==> config.mk <==
export PLATFORM = sky130hd
export DESIGN_NAME = ilb_buffer_end_flat
export DESIGN_NICKNAME = d
export VERILOG_FILES = /design/src/ilb_dummy_end_marker_not_used.sv /design/src/ilb_pkg.sv /design/src/ilb_link_if.sv /design/src/ilb_buffer_end.sv /design/src/flat_wrapper.sv
export VERILOG_INCLUDE_DIRS = /design/src
export SDC_FILE = /design/constraint.sdc
export NUM_CORES = 1
export LEC_CHECK = 0
export ABC_AREA = 1
export ABC_CLOCK_PERIOD_IN_PS = 1200
export BUFFER_PORTS_ARGS = -buffer_cell sky130_fd_sc_hd__buf_2
export CAP_MARGIN = 30
export CORE_ASPECT_RATIO = 1.1
export CORE_MARGIN = 2
export CORE_UTILIZATION = 39
export DETAILED_ROUTE_END_ITERATION = 12
export PLACE_DENSITY = 0.8
export SYNTH_ARGS = -nofsm -noshare
export SYNTH_HDL_FRONTEND = slang
export SYNTH_SLANG_ARGS = --single-unit
==> constraint.sdc <==
create_clock -name CLK -period 1.2 [get_ports CLK]
set_input_delay 0.3 -clock CLK [delete_from_list [all_inputs] [get_ports CLK]]
set_output_delay 0.3 -clock CLK [all_outputs]
set_load 0.01 [all_outputs]
==> src/ilb_map.svh <==
// constants of the interprocessor link buffer: addresses, reset values, counts
`ifndef ILB_MAP_SVH
`define ILB_MAP_SVH

// shared store is reached with the low address lines only
`define ILB_ADDR_W 11
// mailbox written by the upstream end, read by the downstream end
`define ILB_MBOX_DOWN 11'h3FE
// mailbox written by the downstream end, read by the upstream end
`define ILB_MBOX_UP 11'h3FF
// latch and queue ignore the address; the processor puts this one out on its write port, its read port always uses ILB_MBOX_DOWN
`define ILB_DATA_ADDR 11'h000

`define ILB_WIDTH_DEF 40
`define ILB_SLICE_W 8
`define ILB_QUEUE_DEPTH 16
// burst loop length on the queue, in cycles
`define ILB_LOOP_LEN 5

// semaphore state after reset: empty, writer allowed
`define ILB_RST_READY 1'b0
`define ILB_RST_ACK 1'b1
`define ILB_RST_BUSY_N 1'b1

`endif

==> src/ilb_dummy_end_marker_not_used.sv <==
// intentionally minimal: no content beyond this header line

==> src/ilb_pkg.sv <==
// types shared by both ends of the interprocessor link buffer
package ilb_pkg;

   typedef enum logic [1:0] {
      ILB_LATCH,
      ILB_QUEUE,
      ILB_DUALPORT
   } ilb_variant_t;

   typedef enum logic [1:0] {
      ILB_WS_IDLE,
      ILB_WS_STROBE,
      ILB_WS_GAP
   } ilb_wstate_t;

   typedef enum logic [1:0] {
      ILB_RS_IDLE,
      ILB_RS_STROBE,
      ILB_RS_REPLY
   } ilb_rstate_t;

endpackage : ilb_pkg

==> src/ilb_link_if.sv <==
// one link between an upstream and a downstream processor and their buffer
`include "ilb_map.svh"

interface ilb_link_if #(
   parameter int WIDTH = `ILB_WIDTH_DEF
) (
   input wire logic CLK
);
   // upstream processor, data-side write port
   logic [WIDTH-1:0] data_side_data_bus;
   logic [`ILB_ADDR_W-1:0] wr_addr;
   logic data_side_write_strobe_n;
   logic wr_data_bank_one_select_n;
   // downstream processor, read port
   logic [`ILB_ADDR_W-1:0] rd_addr;
   logic program_side_read_strobe_n;
   logic program_bank_one_select_n;
   logic rd_data_bank_one_select_n;
   logic [WIDTH-1:0] program_side_data_bus;
   logic rd_oe_n;
   // downstream processor, write-back port of the dual-port store
   logic [WIDTH-1:0] pw_data;
   logic [`ILB_ADDR_W-1:0] pw_addr;
   logic pw_strobe_n;
   // semaphores and status from the buffer
   logic read_acknowledge_flag_input;
   logic data_ready_flag_input;
   logic contention_n;

   modport proc_wr (
      output data_side_data_bus,
      output wr_addr,
      output data_side_write_strobe_n,
      output wr_data_bank_one_select_n,
      input read_acknowledge_flag_input
   );

   modport proc_rd (
      output rd_addr,
      output program_side_read_strobe_n,
      output program_bank_one_select_n,
      output rd_data_bank_one_select_n,
      output pw_data,
      output pw_addr,
      output pw_strobe_n,
      input program_side_data_bus,
      input rd_oe_n,
      input data_ready_flag_input,
      input contention_n
   );

   modport buffer (
      input data_side_data_bus,
      input wr_addr,
      input data_side_write_strobe_n,
      input wr_data_bank_one_select_n,
      input rd_addr,
      input program_side_read_strobe_n,
      input program_bank_one_select_n,
      input rd_data_bank_one_select_n,
      input pw_data,
      input pw_addr,
      input pw_strobe_n,
      output program_side_data_bus,
      output rd_oe_n,
      output read_acknowledge_flag_input,
      output data_ready_flag_input,
      output contention_n
   );
endinterface : ilb_link_if

==> src/ilb_buffer_end.sv <==
// buffer end: latch, queue or dual-port store with its semaphore logic
// Function
// buffer width 8 to 40 in byte slices
// writer uses data bus, reader program bus
// bank-one selects qualify every access; the dual-port write-back (pw_strobe_n) has no select and is not qualified
// capture at write strobe end, drive on read
// write sets semaphore, raises data ready
// read clears data ready, raises acknowledge
// next write drops writer acknowledge
// both flags are inputs on each processor
// read only while data ready set
// write only while acknowledge set
// read allowed the cycle after write
// input side may use data bus instead
// queue full pulls writer acknowledge low
// queue empty drops reader data ready
// burst write loop spans five cycles
// mailbox write raises notification
// receiver reads mailbox when notified
// same-address dual write flags contention
// each side writes only what other reads
// shared store uses low eleven address bits
// reset empties semaphores, acknowledge high
`include "ilb_map.svh"

module ilb_buffer_end
   import ilb_pkg::*;
#(
   parameter int WIDTH = `ILB_WIDTH_DEF,
   parameter ilb_variant_t VARIANT = ILB_LATCH,
   parameter bit IN_ON_DATA = 1'b0,
   parameter int DEPTH = `ILB_QUEUE_DEPTH
) (
   input wire logic CLK,
   input wire logic RST,
   ilb_link_if.buffer LNK
);
   // width must be a whole number of byte slices
   localparam int SLICES = WIDTH / `ILB_SLICE_W;
   localparam int AW = `ILB_ADDR_W;
   localparam int MEMN = (VARIANT == ILB_DUALPORT) ? (1 << AW) : DEPTH;
   localparam int MW = $clog2(MEMN);
   // queue pointers wrap naturally, so DEPTH must be a power of two
   localparam int PW = $clog2(DEPTH);
   localparam int CW = $clog2(DEPTH + 1);
   localparam logic [CW-1:0] FULL_CNT = CW'(DEPTH);

   function automatic logic is_mbox(input logic [AW-1:0] a);
      is_mbox = (a == `ILB_MBOX_DOWN) || (a == `ILB_MBOX_UP);
   endfunction : is_mbox

   ////////////////////////////////////////////////////////////////////////////////
   // access decode
   logic wr_acc;
   logic rd_sel;
   logic rd_acc;
   logic pw_acc;

   assign wr_acc = ~LNK.data_side_write_strobe_n & ~LNK.wr_data_bank_one_select_n;
   assign rd_sel = IN_ON_DATA ? ~LNK.rd_data_bank_one_select_n
                              : ~LNK.program_bank_one_select_n;
   assign rd_acc = ~LNK.program_side_read_strobe_n & rd_sel;
   assign pw_acc = ~LNK.pw_strobe_n & (VARIANT == ILB_DUALPORT);

   ////////////////////////////////////////////////////////////////////////////////
   // storage and semaphores
   logic [WIDTH-1:0] mem [MEMN];
   logic [WIDTH-1:0] latch_ff, nxt_latch;
   logic full_ff, nxt_full;
   logic [PW-1:0] wptr_ff, nxt_wptr;
   logic [PW-1:0] rptr_ff, nxt_rptr;
   logic [CW-1:0] cnt_ff, nxt_cnt;
   logic note_ff, nxt_note;
   logic reply_ff, nxt_reply;
   logic ready_ff, nxt_ready;
   logic ack_ff, nxt_ack;
   logic busy_n_ff, nxt_busy_n;
   logic we_a, we_b;
   logic [MW-1:0] wa_a, wa_b;
   logic push, pop;

   always_comb begin
      nxt_latch = latch_ff;
      nxt_full = full_ff;
      nxt_wptr = wptr_ff;
      nxt_rptr = rptr_ff;
      nxt_cnt = cnt_ff;
      nxt_note = note_ff;
      nxt_reply = reply_ff;
      nxt_busy_n = 1'b1;
      we_a = 1'b0;
      we_b = 1'b0;
      wa_a = '0;
      wa_b = '0;
      push = 1'b0;
      pop = 1'b0;
      nxt_ready = ready_ff;
      nxt_ack = ack_ff;
      unique case (VARIANT)
         ILB_LATCH: begin
            // the clear is applied first so a write in the same cycle wins
            if (rd_acc) begin
               nxt_full = 1'b0;
            end
            if (wr_acc) begin
               for (int s = 0; s < SLICES; s++) begin
                  nxt_latch[s*`ILB_SLICE_W +: `ILB_SLICE_W] =
                     LNK.data_side_data_bus[s*`ILB_SLICE_W +: `ILB_SLICE_W];
               end
               nxt_full = 1'b1;
            end
            nxt_ready = nxt_full;
            nxt_ack = ~nxt_full;
         end
         ILB_QUEUE: begin
            // a write into a full queue is dropped; the writer is told by the flag
            push = wr_acc && (cnt_ff != FULL_CNT);
            pop = rd_acc && (cnt_ff != '0);
            we_a = push;
            wa_a = MW'(wptr_ff);
            nxt_wptr = wptr_ff + PW'(push);
            nxt_rptr = rptr_ff + PW'(pop);
            nxt_cnt = cnt_ff + CW'(push) - CW'(pop);
            nxt_ready = (nxt_cnt != '0);
            nxt_ack = (nxt_cnt != FULL_CNT);
         end
         ILB_DUALPORT: begin
            we_a = wr_acc;
            wa_a = MW'(LNK.wr_addr);
            wa_b = MW'(LNK.pw_addr);
            // port a wins a same-address collision; port b's word is lost
            if (wr_acc && pw_acc && (LNK.wr_addr == LNK.pw_addr)) begin
               nxt_busy_n = 1'b0;
            end else begin
               we_b = pw_acc;
            end
            if (rd_acc && is_mbox(LNK.rd_addr)) begin
               nxt_note = 1'b0;
            end
            if (wr_acc && is_mbox(LNK.wr_addr)) begin
               nxt_note = 1'b1;
               nxt_reply = 1'b0;
            end
            if (we_b && is_mbox(LNK.pw_addr)) begin
               nxt_reply = 1'b1;
            end
            nxt_ready = nxt_note;
            nxt_ack = nxt_reply;
         end
         default: begin
            nxt_ready = `ILB_RST_READY;
            nxt_ack = `ILB_RST_ACK;
         end
      endcase
   end

   always_ff @(posedge CLK) begin
      if (RST) begin
         latch_ff <= '0;
         full_ff <= 1'b0;
         wptr_ff <= '0;
         rptr_ff <= '0;
         cnt_ff <= '0;
         note_ff <= 1'b0;
         reply_ff <= `ILB_RST_ACK;
         ready_ff <= `ILB_RST_READY;
         ack_ff <= `ILB_RST_ACK;
         busy_n_ff <= `ILB_RST_BUSY_N;
      end else begin
         latch_ff <= nxt_latch;
         full_ff <= nxt_full;
         wptr_ff <= nxt_wptr;
         rptr_ff <= nxt_rptr;
         cnt_ff <= nxt_cnt;
         note_ff <= nxt_note;
         reply_ff <= nxt_reply;
         ready_ff <= nxt_ready;
         ack_ff <= nxt_ack;
         busy_n_ff <= nxt_busy_n;
      end
   end

   // store has no reset; its contents are only read behind a set semaphore
   always_ff @(posedge CLK) begin
      if (we_a) begin
         mem[wa_a] <= LNK.data_side_data_bus;
      end
      if (we_b) begin
         mem[wa_b] <= LNK.pw_data;
      end
   end

   ////////////////////////////////////////////////////////////////////////////////
   // read path
   logic [WIDTH-1:0] rd_word;

   always_comb begin
      rd_word = '0;
      unique case (VARIANT)
         ILB_LATCH: begin
            rd_word = latch_ff;
         end
         ILB_QUEUE: begin
            rd_word = mem[MW'(rptr_ff)];
         end
         ILB_DUALPORT: begin
            rd_word = mem[MW'(LNK.rd_addr)];
         end
         default: begin
            rd_word = '0;
         end
      endcase
   end

   // bus is driven only during the read strobe; zero elsewhere stands for release
   assign LNK.program_side_data_bus = rd_acc ? rd_word : '0;
   assign LNK.rd_oe_n = ~rd_acc;
   assign LNK.data_ready_flag_input = ready_ff;
   assign LNK.read_acknowledge_flag_input = ack_ff;
   assign LNK.contention_n = busy_n_ff;

endmodule : ilb_buffer_end

==> src/flat_wrapper.sv <==
// flat-port wrapper written by rule: the top's interface ports become plain ports
module ilb_buffer_end_flat import ilb_pkg::*;
#(
   parameter int WIDTH = `ILB_WIDTH_DEF,
   parameter ilb_variant_t VARIANT = ILB_LATCH,
   parameter bit IN_ON_DATA = 1'b0,
   parameter int DEPTH = `ILB_QUEUE_DEPTH
)
  (CLK, RST, LNK_data_side_data_bus, LNK_wr_addr, LNK_data_side_write_strobe_n, LNK_wr_data_bank_one_select_n, LNK_rd_addr, LNK_program_side_read_strobe_n, LNK_program_bank_one_select_n, LNK_rd_data_bank_one_select_n, LNK_pw_data, LNK_pw_addr, LNK_pw_strobe_n, LNK_program_side_data_bus, LNK_rd_oe_n, LNK_read_acknowledge_flag_input, LNK_data_ready_flag_input, LNK_contention_n);
  ilb_link_if #(.WIDTH(WIDTH)) LNK_i (.CLK(CLK));
  input wire logic CLK;
  input wire logic RST;
  input wire logic [$bits(LNK_i.data_side_data_bus)-1:0] LNK_data_side_data_bus;
  input wire logic [$bits(LNK_i.wr_addr)-1:0] LNK_wr_addr;
  input wire logic [$bits(LNK_i.data_side_write_strobe_n)-1:0] LNK_data_side_write_strobe_n;
  input wire logic [$bits(LNK_i.wr_data_bank_one_select_n)-1:0] LNK_wr_data_bank_one_select_n;
  input wire logic [$bits(LNK_i.rd_addr)-1:0] LNK_rd_addr;
  input wire logic [$bits(LNK_i.program_side_read_strobe_n)-1:0] LNK_program_side_read_strobe_n;
  input wire logic [$bits(LNK_i.program_bank_one_select_n)-1:0] LNK_program_bank_one_select_n;
  input wire logic [$bits(LNK_i.rd_data_bank_one_select_n)-1:0] LNK_rd_data_bank_one_select_n;
  input wire logic [$bits(LNK_i.pw_data)-1:0] LNK_pw_data;
  input wire logic [$bits(LNK_i.pw_addr)-1:0] LNK_pw_addr;
  input wire logic [$bits(LNK_i.pw_strobe_n)-1:0] LNK_pw_strobe_n;
  output wire logic [$bits(LNK_i.program_side_data_bus)-1:0] LNK_program_side_data_bus;
  output wire logic [$bits(LNK_i.rd_oe_n)-1:0] LNK_rd_oe_n;
  output wire logic [$bits(LNK_i.read_acknowledge_flag_input)-1:0] LNK_read_acknowledge_flag_input;
  output wire logic [$bits(LNK_i.data_ready_flag_input)-1:0] LNK_data_ready_flag_input;
  output wire logic [$bits(LNK_i.contention_n)-1:0] LNK_contention_n;
  assign LNK_i.data_side_data_bus = LNK_data_side_data_bus;
  assign LNK_i.wr_addr = LNK_wr_addr;
  assign LNK_i.data_side_write_strobe_n = LNK_data_side_write_strobe_n;
  assign LNK_i.wr_data_bank_one_select_n = LNK_wr_data_bank_one_select_n;
  assign LNK_i.rd_addr = LNK_rd_addr;
  assign LNK_i.program_side_read_strobe_n = LNK_program_side_read_strobe_n;
  assign LNK_i.program_bank_one_select_n = LNK_program_bank_one_select_n;
  assign LNK_i.rd_data_bank_one_select_n = LNK_rd_data_bank_one_select_n;
  assign LNK_i.pw_data = LNK_pw_data;
  assign LNK_i.pw_addr = LNK_pw_addr;
  assign LNK_i.pw_strobe_n = LNK_pw_strobe_n;
  assign LNK_program_side_data_bus = LNK_i.program_side_data_bus;
  assign LNK_rd_oe_n = LNK_i.rd_oe_n;
  assign LNK_read_acknowledge_flag_input = LNK_i.read_acknowledge_flag_input;
  assign LNK_data_ready_flag_input = LNK_i.data_ready_flag_input;
  assign LNK_contention_n = LNK_i.contention_n;
  ilb_buffer_end #(.WIDTH(WIDTH), .VARIANT(VARIANT), .IN_ON_DATA(IN_ON_DATA), .DEPTH(DEPTH)) u_core (.CLK(CLK), .RST(RST), .LNK(LNK_i));
endmodule
==> results.txt, run 1 <==
- Run status: finished, violations left
- The final reports fail on negative setup slack.
- In the post-synthesis netlist, the cell with the most instances is nor2_1.
* HPWL after detailed placement: roughly 3000 um
- Max Cap Violations: 0
- The critical path contains buffers and inverters numbering 3 combined.
* Vias after detailed routing: 2011
- Average routed wire per standard cell: 8.07 um
- For this run, the number of Yosys warnings is 0.
- The clock passes through at most 2 buffers.
- CTS placed an instance of clkbuf_8 at the clock tree root.
- Endpoint arrival time on the critical path: between 1 and 1.5 ns
- After detailed routing, the number of remaining DRC violations is 0.
- The worst setup path is launched from an input pin.
* Total leakage power: between 1.5 and 2 nW
- During I/O placement, the number of pins put on the boundary was around 170.
- For this configuration, the core starts out at a cell density of about two fifths.
- Number of buffers added to fix hold violations after cts: 0
* Via count of the first global-routing pass: roughly 1700
- Cell-by-cell trace of the critical path: buf_2 -> or2_4 -> buf_12 -> nor2_1 -> buf_2
- Number of antenna violations at the first check in global routing: 0
- Cell repeated most along the worst path: buf_2
- Number of cells produced by synthesis: around 350
- In this run the number of cells on the critical path is 5.
* Clock slew seen by the registers of the worst setup and hold paths: 0.07 ns
- Total Neg Setup Slack: -7.92 ns
- Final estimated routing congestion in global placement: 0.700
- Setup repair after global routing missed its margin: true
- In the routed layout, each cell is associated on average with a via count of between 4 and 5.
- In this run the worst setup path begins at LNK_program_side_read_strobe_n.
- Data on the critical path is required at its endpoint by approximately 0.90 ns.
- Highest achievable clock rate: ~0.71 GHz
* Net count of the finished layout: between 500 and 600
* Layout-stage area growth over the synthesis result: 44.1%
- Port Buffer Count: 88
- After layout, the design draws a total of about 3.0 mW.
- Count of different cell masters after synthesis: 14
- Fillers: 494
- Clock latency on the worst-skew pair: between 0.2 and 0.3 ns
- In this run the critical register-to-register path is captured at u_core.full_ff$_SDFF_PP0_.
- Global-route wire length before repair: between 6000 and 7000 um
- The path class of the tightest hold or removal check is in -> reg.
- P per Cell Area: ~1000 mW/mm^2
- Worst path top cell family by delay: buffers and inverters
* Flop-to-flop setup slack: 0.53 ns
- The initialized floorplan defines 27 standard-cell rows.
- Synth Flop Type: dfxtp_1
* Clock tree from TritonCTS: done
- Summed over all layers, the routed wires come to 3960 um.
- Synth Cell Area: roughly 0.0021 sq mm
- End of the critical path: LNK_program_side_data_bus[38]
* Resized Gates After CTS: 0
- Most area-hungry cell type in the Yosys netlist: dfxtp_1
- Entering global routing, the biggest net connects 49 pins.
* Count of H-tree levels built during CTS: 2
- Of the synthesized area, sequential elements account for 41.0%.
- Setup WS post-layout: -0.216 ns
- Cells fill between 50 and 60% of the core in the end.
* Final Cycle Share: 118%
* Fin. max-slew vios: 0
- Height of the die: ~80 um
- Critical path class: in -> out
- Proportion of netlist area held by the largest area contributor: 41.0%
* Overall Global Routing Usage: 14.3%
- In this run the post-CTS setup repair buffer count came out at 0.
- Proportion of layout cells with a drive suffix above 1: between 30% and 40%
- Reg-to-reg startpoint: u_core.full_ff$_SDFF_PP0_
- The total count of hold-check failures in the final report was 0.
* First-pass detailed-route iteration total: 4
* Number of nets with antenna violations after detailed routing: 0
- The worst hold path begins at RST.
- Horizontal die dimension: 73.2 um
* Count of state elements after synthesis: 42
* Number of buffers added by the clock tree synthesis step: 5
* Proportion of synthesized flip-flops having asynchronous set or reset: 0%
- CTS saw between 40 and 50 sinks.
- The number of nets in the synthesized netlist is 470.
- Setup violations remaining at the end of the flow were counted as 41.
- IR analysis of the VDD net gives a maximum drop of 0.626 mV.
- The floorplan step defined a die boundary enclosing 0.00586 sq mm.
- The repair_antennas step left the layout with diodes totalling 0.
- Before CTS, the worst setup slack after placement is -0.216 ns.
* CP endpoint kind: output pin
- The detailed router finished its first iteration with 56 violations.
- Of all nets on the critical path, the largest fanout is 21.
- CP peak stage delay: 0.27 ns
- The floorplan step defined a core boundary enclosing approximately 0.0050 sq mm.
- Most common library cells after synthesis: 120 x nor2_1, 82 x nand2_1, 81 x inv_1
* Worst clock skew: approximately 0.005 ns
- Top cells by area in the synthesized netlist: dfxtp_1 41%, nor2_1 22%, nand2_1 15%
- Yosys mapped a number of flops with a built-in enable equal to 0.
- Library cell contributing the largest single delay on the critical path: or2_4
- The average instance in the mapped netlist occupies between 5 and 6 sq um.
- Shortest period the worst path allows: roughly 1.4 ns
- Worst Reg2Reg Path Length in Cells: 2
* Total overflow reported by the global router: 0
-- registers in the layout, indices dropped and copies added (netlist names) --
signal and count:
u_core.latch_ff 40, u_core.LNK.read_acknowledge_flag_input 1, u_core.full_ff 1
-- per-stage QoR --
step | hold WS (ns) | std cells | cell area (sq um)
4_1_cts | 0.188 | 491 | 2960
3_5_place_dp | 0.471 | 483 | 2870
3_3_place_gp | 0.462 | 483 | 2870
6_report | 0.199 | 491 | 2960
2_1_floorplan | 0.369 | 349 | 2390
5_1_grt | 0.191 | 491 | 2960
-- power by group --
| part | total, mW | switching, mW | internal (mW) |
|---|---|---|---|
| registers | 1.53 | 0.0431 | 1.49 |
| logic | 0.587 | 0.342 | 0.246 |
| clock network | 0.903 | 0.439 | 0.464 |
| total | 3.02 | 0.824 | 2.20 |
-- metal layers --
layer	GRT usage (%)	vias up	routed length, um
li1	-	1114	-
met1	16.6	832	1750
met2	25.8	60	1900
met3	4.02	5	274
met4	3.33	0	37
met5	0	-	0
-- cell families (layout without fill, tap and decap cells) --
logic type	count (synthesis)	in the layout	share of synthesized area (%)
AO/OA/AOI/OAI	2	2	0.487
AND/OR/NAND/NOR	204	204	37.8
buffers and inverters	100	184	20.6
flip-flops	42	42	41.0
other	1	1	0.183
-- layout by cell type (no fill, tap or decap), drive strengths merged --
master	n
or2	1
conb	1
dfxtp	42
inv	82
nor2	121
o21ai	1
clkinv	1
nand2	82
a21oi	1
clkbuf	7
buf	94
-- worst min path at each step --
| stage | to | slack (ns) | cells past startpoint |
|---|---|---|---|
| 4_1_cts | u_core.full_ff$_SDFF_PP0_ | 0.19 | 2 |
| 2_1_floorplan | u_core.full_ff$_SDFF_PP0_ | 0.37 | 1 |
| 3_3_place_gp | u_core.latch_ff[24]$_SDFFE_PP0P_ | 0.46 | 2 |
| 5_1_grt | u_core.full_ff$_SDFF_PP0_ | 0.19 | 2 |
| 3_5_place_dp | u_core.latch_ff[19]$_SDFFE_PP0P_ | 0.47 | 2 |
| 6_report | u_core.full_ff$_SDFF_PP0_ | 0.20 | 2 |
-- final cells by class --
cell class	count	area, sq um	share of cell area [%]
Multi-Input combinational cell	207	1080	36.7
Sequential cell	42	841	28.4
Timing Repair Buffer	94	561	19.0
Inverter	82	308	10.4
Clock buffer	7	86.3	2.92
Tap cell	58	72.6	2.45
Clock inverter	1	5.00	0.169
Note: power is estimated with default switching activity, not from simulation.
==> inputs of run 2 (changes only) <==
- REMOVE_ABC_BUFFERS: not set -> 1
==> results.txt, run 2 (synthesis gave the netlist of run 1 again) <==
* Aggregate routed wire length: 4220 um (+6.5%)
* Maximum number of pins on one net before global-route repair: 43 (-12%)
- In this run the worst hold path is classified as in -> reg.
- The maximum count of clock buffers along a single path came to 2 (unchanged).
- Die outline area: 0.00586 sq mm (unchanged)
- The library cells used most frequently in the layout, excluding fill and tap cells, are 114 x nor2_1, 86 x buf_2, 82 x nand2_1.
- Number of flip-flops in the largest register: 40 (unchanged)
* Buffer count from post-CTS setup fixing: 0 (unchanged)
- The number of clock sinks came to 42 (unchanged).
* Setup repair after global routing missed its margin: true
- The leakage power figure was 1.56 nW (+0.28%).
- Count of antenna diodes in the layout: 0 (unchanged)
- Fin. max-slew vios: 0 (unchanged)
* Clock latency on the worst-skew pair: 0.29 ns (about the same)
* Initial drt markers: 71 (+27%)
- Number of antenna violations at the first check in global routing: 0 (unchanged)
- Worst supply voltage drop on vdd: 0.551 mV (-12%)
* Critical path class: in -> out
* Net count of the finished layout: 555 (+0.36%)
- Failing checks: negative setup slack
- Core Box Area: 0.00503 sq mm (unchanged)
* Vias after detailed routing: 2036 (+1.2%)
- Hold violation total from the final report: 0 (unchanged)
- The number of cells in the finished layout apart from fillers is 493 (+0.41%).
- The total instance count after detailed placement was 483 (unchanged).
* Final estimated routing congestion in global placement: 0.709 (+1.2%)
- The number of nets with antenna violations after detailed routing is 0 (unchanged).
- Max Cap Violations: 0 (unchanged)
* Number of placed I/O pins: 165 (unchanged)
- The height of the chip was 80.1 um (unchanged).
- The root buffer cell chosen for the clock tree is clkbuf_8.
- The clock-pin slew on the worst setup and hold paths was 0.07 ns (about the same).
- The count of buffers from port buffering was 88 (unchanged).
- The via count of the first global-routing pass was 1745 (+3.2%).
- The minimum clock period is 1.38 ns (-0.0357 ns).
- The number of iterations in the first detailed-routing pass was 4 (unchanged).
- DRC violation count after routing: 0 (unchanged)
- Overall Global Routing Usage: 15.0% (+0.67 points)
- Final Total Pwr: 2.96 mW (-2.1%)
- Average routed wire per standard cell: 8.56 um (+6.1%)
* Area after detailed placement: 0.00255 sq mm (-11%)
* Setup WS post-layout: -0.180 ns (+0.0357 ns)
- Leading cell type in the layout, fill and taps excluded: nor2_1
- The initial standard-cell utilization of the core came to 40.8% (unchanged).
- The power density of the placed cells came to 1090 mW/mm^2 (+6.6%).
- The required time at the worst-slack endpoint is 0.90 ns (about the same).
- The flow ran to the end, but the final reports show violations.
- From synthesis to final layout, the design area changed by 32.3%.
- Count of H-tree levels built during CTS: 2 (unchanged)
- Horizontal die dimension: 73.2 um (unchanged)
- Clock tree from TritonCTS: done
- The number of cell rows came to 27 (unchanged).
- The portion of the clock cycle consumed by the worst path in the final layout is 115% (-3.0 points).
- The final-report setup violation count was 41 (unchanged).
- HPWL after detailed placement: 2970 um (-0.68%)
* Endpoint arrival time on the critical path: 1.08 ns (-0.04 ns)
* Worst clock skew: 0.000133 ns (-0.00488 ns)
* Via density: 4.13 (+0.83%)
- CP endpoint kind: output pin
- The total CTS buffers came to 5 (unchanged).
* Final non-filler cell area: 0.00272 sq mm (-8.2%)
* Worst Path Max Fanout: 23 (+9.5%)
- The maximum clock frequency came to 0.725 GHz (+2.6%).
- Register name with the most flops: u_core.latch_ff
- The global route total overflow was 0 (unchanged).
- The ratio of cells with drive above 1 in the final layout is 25.7% (-7.3 points).
- Kind of start point of the critical path: input pin
* Global-route wire length before repair: 6990 um (+3.9%)
- The worst hold slack was 0.200 ns (+0.000859 ns).
-- run 2: cell types whose count changed in the layout (fill, tap and decap cells not counted), sizes merged --
cell  change
buf       +2
-- run 2: worst paths after layout --
| check | from | endpoint | slack (ns) | cells past startpoint |
|---|---|---|---|---|
| worst max-delay path | LNK_program_side_read_strobe_n | LNK_program_side_data_bus[9] | -0.18 | 5 |
| worst min-delay path | RST | u_core.full_ff$_SDFF_PP0_ | 0.20 | 2 |
| worst max register to register | u_core.full_ff$_SDFF_PP0_ | u_core.LNK.read_acknowledge_flag_input$_SDFF_PP1_ | 0.53 | 3 |
| worst min register to register | u_core.latch_ff[14]$_SDFFE_PP0P_ | u_core.latch_ff[14]$_SDFFE_PP0P_ | 0.48 | 2 |
-- run 2: critical path: stages --
cell and delay (ns):
buf_6 0.09, or2_4 0.28, buf_12 0.17, nor2_1 0.10
buf_2 0.14
-- run 2: area by class of cell --
| cell class | count | area (sq um) |
|---|---|---|
| Fill cell | 513 | 2320 |
| Sequential cell | 42 | 841 |
| Multi-Input combinational cell | 207 | 817 |
| Timing Repair Buffer | 96 | 587 |
| Inverter | 82 | 308 |
| Clock buffer | 7 | 86.3 |
| Tap cell | 58 | 72.6 |
| Clock inverter | 1 | 5.00 |
-- run 2: power by group --
part	total (mW)	switching, mW	internal, mW
combinational	0.506	0.275	0.231
sequential	1.53	0.0422	1.49
clock	0.922	0.458	0.464
total	2.96	0.775	2.18
-- run 2: layer usage --
metal  GRT usage, %  vias to the layer above  share of wire (%)  routed length [um]
met4           5.00                        0               0.52                  22
li1               -                     1118                  -                   -
met5              0                        -                  0                   0
met3           4.52                        2                6.1                 259
met1           16.8                      863                 44                1870
met2           26.7                       53                 49                2060
-- run 2: stage by stage --
stage / worst slack, ns / TNS (ns) / utilization, %
finish: -0.180 / -5.99 / 54.0
global route: -0.219 / -7.60 / 54.0
CTS: -0.183 / -6.14 / 53.3
detailed placement: -0.240 / -7.80 / 50.6
global placement: -0.233 / -7.88 / 50.6
floorplan: -0.330 / -27.05 / -
-- run 2: repair_timing --
item,in CTS,in global routing
cloned,2,0
endpoints found under the setup margin,41,41
hold buffers,0,0
pin swaps,1,1
gates resized for setup,10,8
==> inputs of run 3 (changes only) <==
- ABC_CLOCK_PERIOD_IN_PS: 1200 -> 1700
- CORE_UTILIZATION: 39 -> 42
- PLACE_DENSITY: 0.8 -> 0.85
- SETUP_SLACK_MARGIN: not set -> 0.2
- clock period: 1.2 -> 1.7 ns (I/O delays scaled with it)
==> results.txt, run 3 (synthesis gave the netlist of run 1 again) <==
* Setup repair after global routing missed its margin: true
- The initial standard-cell utilization of the core was 43.8% (+3.0 points).
* Clock tree sinks: 42 (unchanged)
* Worst clock skew: 0.000236 ns (+0.000103 ns)
* Core Box Area: 0.00468 sq mm (-6.9%)
- Horizontal die dimension: 70.7 um (-3.4%)
- The total count of hold-check failures in the final report was 0 (unchanged).
* Highest achievable clock rate: about 0.61 GHz
- Leaving out fill and tap cells, the most frequent cell in the layout is nor2_1.
- The final-report setup violation count is 0 (-100%).
* Total overflow reported by the global router: 0 (unchanged)
- Worst min-delay path category: in -> reg
- The total instance count after detailed placement was 481 (-0.41%).
* Total leakage power: 1.53 nW (-1.6%)
* DRC violation count after routing: 0 (unchanged)
- The switching component of the power was 529 uW (-32%).
* Worst setup slack before clock tree synthesis: 0.00954 ns (+0.249 ns)
- Initial drt markers: 50 (-30%)
- Most frequent cells in the layout: 107 x nor2_1, 88 x buf_2, 82 x nand2_1
- Clock slew seen by the registers of the worst setup and hold paths: 0.07 ns (about the same)
- Proportion of layout cells with a drive suffix above 1: 26.9% (+1.2 points)
- The maximum count of clock buffers along a single path is 2 (unchanged).
* Die outline area: 0.00546 sq mm (-6.8%)
- Maximum number of pins on one net before global-route repair: 82 (+91%)
- Final estimated routing congestion in global placement: 0.736 (+3.8%)
- Max Cap Violations: 0 (unchanged)
- Via density: 4.10 (-0.66%)
- The number of ports placed on the die boundary was 165 (unchanged).
- Worst supply voltage drop on vdd: 0.434 mV (-21%)
- The final-stage net count is 553 (-0.36%).
- Clock power frac: 30.3% (-0.9 points)
- First-pass detailed-route iteration total: 4 (unchanged)
- The via count of the first global-routing pass is 1783 (+2.2%).
* Proportion of total power due to net switching: 25.9% (-0.32 points)
- The total design power is 2.04 mW (-31%).
- Final Cycle Share: just under 100%
* Count of placed standard cells in the final layout, fillers left out: 487 (-1.2%)
- Height of the die: 77.3 um (-3.5%)
- Number of buffers added by the clock tree synthesis step: 5 (unchanged)
- The peak fanout along the critical path came to 15 (-35%).
* Clock latency on the worst-skew pair: 0.28 ns (about the same)
- Critical path class: in -> out
- The required time at the worst-slack endpoint came to 1.27 ns (+0.37 ns).
* Number of antenna violations at the first check in global routing: 0 (unchanged)
- Aggregate routed wire length: 4150 um (-1.7%)
- Fillers: 500 (-2.5%)
- Total Neg Setup Slack: 0 ns (+5.99 ns)
- Count of antenna diodes in the layout: 0 (unchanged)
* Port Buffer Count: 88 (unchanged)
- Fin. max-slew vios: 0 (unchanged)
- Shortest period the worst path allows: 1.63 ns
- The total via count after detailed routing was 1998 (-1.9%).
- The cell-internal power is 1.52 mW (-31%).
* Share of total power in combinational logic: 16.9% (-0.2 points)
- Share of total power in sequential cells: 52.8% (+1.1 points)
- Number of nets with antenna violations after detailed routing: 0 (unchanged)
* Register name with the most flops: u_core.latch_ff
- The power density of the placed cells came to 768 mW/mm^2 (-29%).
* CP endpoint kind: output pin
- The total number of H-tree levels is 2 (unchanged).
- The minimum setup slack in the final design was 0.0651 ns (+0.245 ns).
* HPWL after detailed placement: 2960 um (-0.34%)
- Std-Cell Rows: 26 (-3.7%)
- The worst setup path is launched from an input pin.
- Root cell of the clock tree: clkbuf_8
* Layout-stage area growth over the synthesis result: 29.6%
- Endpoint arrival time on the critical path: 1.21 ns (+0.13 ns)
* Clock tree from TritonCTS: done
* Average routed wire per standard cell: 8.52 um (-0.45%)
- The number of flip-flops in the largest register was 40 (unchanged).
* Global-route wire length before repair: 7080 um (+1.3%)
* Overall Global Routing Usage: 15.6% (+0.63 points)
* Run status: finished, final reports clean
-- run 3: cell types whose count changed in the layout (fill, tap and decap cells not counted) --
cell / delta
nor2_2: +9
clkinv_2: -1
buf_6: -5
nor2_1: -7
clkbuf_1: -1
buf_4: +2
buf_12: -1
nor2_4: -2
buf_2: +2
-- run 3: power by group through the flow --
stage / combinational [mW] / sequential (mW) / clock [mW]
global route: 0.402 / 1.09 / 0.693
global placement: 0.319 / 1.10 / 0
floorplan: 0.203 / 1.10 / 0
CTS: 0.335 / 1.08 / 0.653
detailed placement: 0.328 / 1.10 / 0
finish: 0.345 / 1.08 / 0.620
-- run 3: per-layer routing --
layer | up-vias | share of wire, % | GRT usage (%)
met5 | - | 0 | 0
met4 | 0 | 1.1 | 4.15
met3 | 5 | 6.1 | 4.42
met2 | 54 | 48 | 29.6
met1 | 828 | 45 | 16.8
li1 | 1111 | - | -
-- run 3: stage by stage --
| step | utilization [%] | cell area [sq um] | hold WS [ns] |
|---|---|---|---|
| 3_3_place_gp | 53.5 | 2510 | 0.463 |
| 2_1_floorplan | - | 1940 | 0.455 |
| 5_1_grt | 56.8 | 2660 | 0.307 |
| 3_5_place_dp | 53.5 | 2510 | 0.471 |
| 6_report | 56.8 | 2660 | 0.307 |
| 4_1_cts | 55.6 | 2610 | 0.296 |
-- run 3: path summary, 6_finish.rpt --
check | start | to | slack (ns) | depth (start not counted)
worst min-delay path | RST | u_core.full_ff$_SDFF_PP0_ | 0.31 | 2
worst max-delay path | LNK_program_bank_one_select_n | LNK_program_side_data_bus[6] | 0.07 | 5
worst max register to register | u_core.full_ff$_SDFF_PP0_ | u_core.LNK.read_acknowledge_flag_input$_SDFF_PP1_ | 1.05 | 3
worst min register to register | u_core.latch_ff[11]$_SDFFE_PP0P_ | u_core.latch_ff[11]$_SDFFE_PP0P_ | 0.48 | 2
-- run 3: worst max-delay path, stage by stage --
cell,delay (ns)
buf_2,0.10
or2_4,0.28
buf_12,0.16
nor2_1,0.10
buf_2,0.14
-- run 3: layout make-up --
| type | instances | area (sq um) | share of cell area [%] |
|---|---|---|---|
| clock buffer | 6 | 82.6 | 3.10 |
| inverter | 82 | 308 | 11.6 |
| multi-input combinational | 207 | 825 | 31.0 |
| sequential | 42 | 841 | 31.6 |
| tap | 56 | 70.1 | 2.63 |
| timing repair buffer | 94 | 536 | 20.1 |
-- run 3: timing repair --
item / CTS / global route
hold buffers: 0 / 0
resized for setup: 5 / 18
endpoints found under the setup margin: 41 / 41
buffers inserted: 0 / 0
pin swaps: 0 / 1
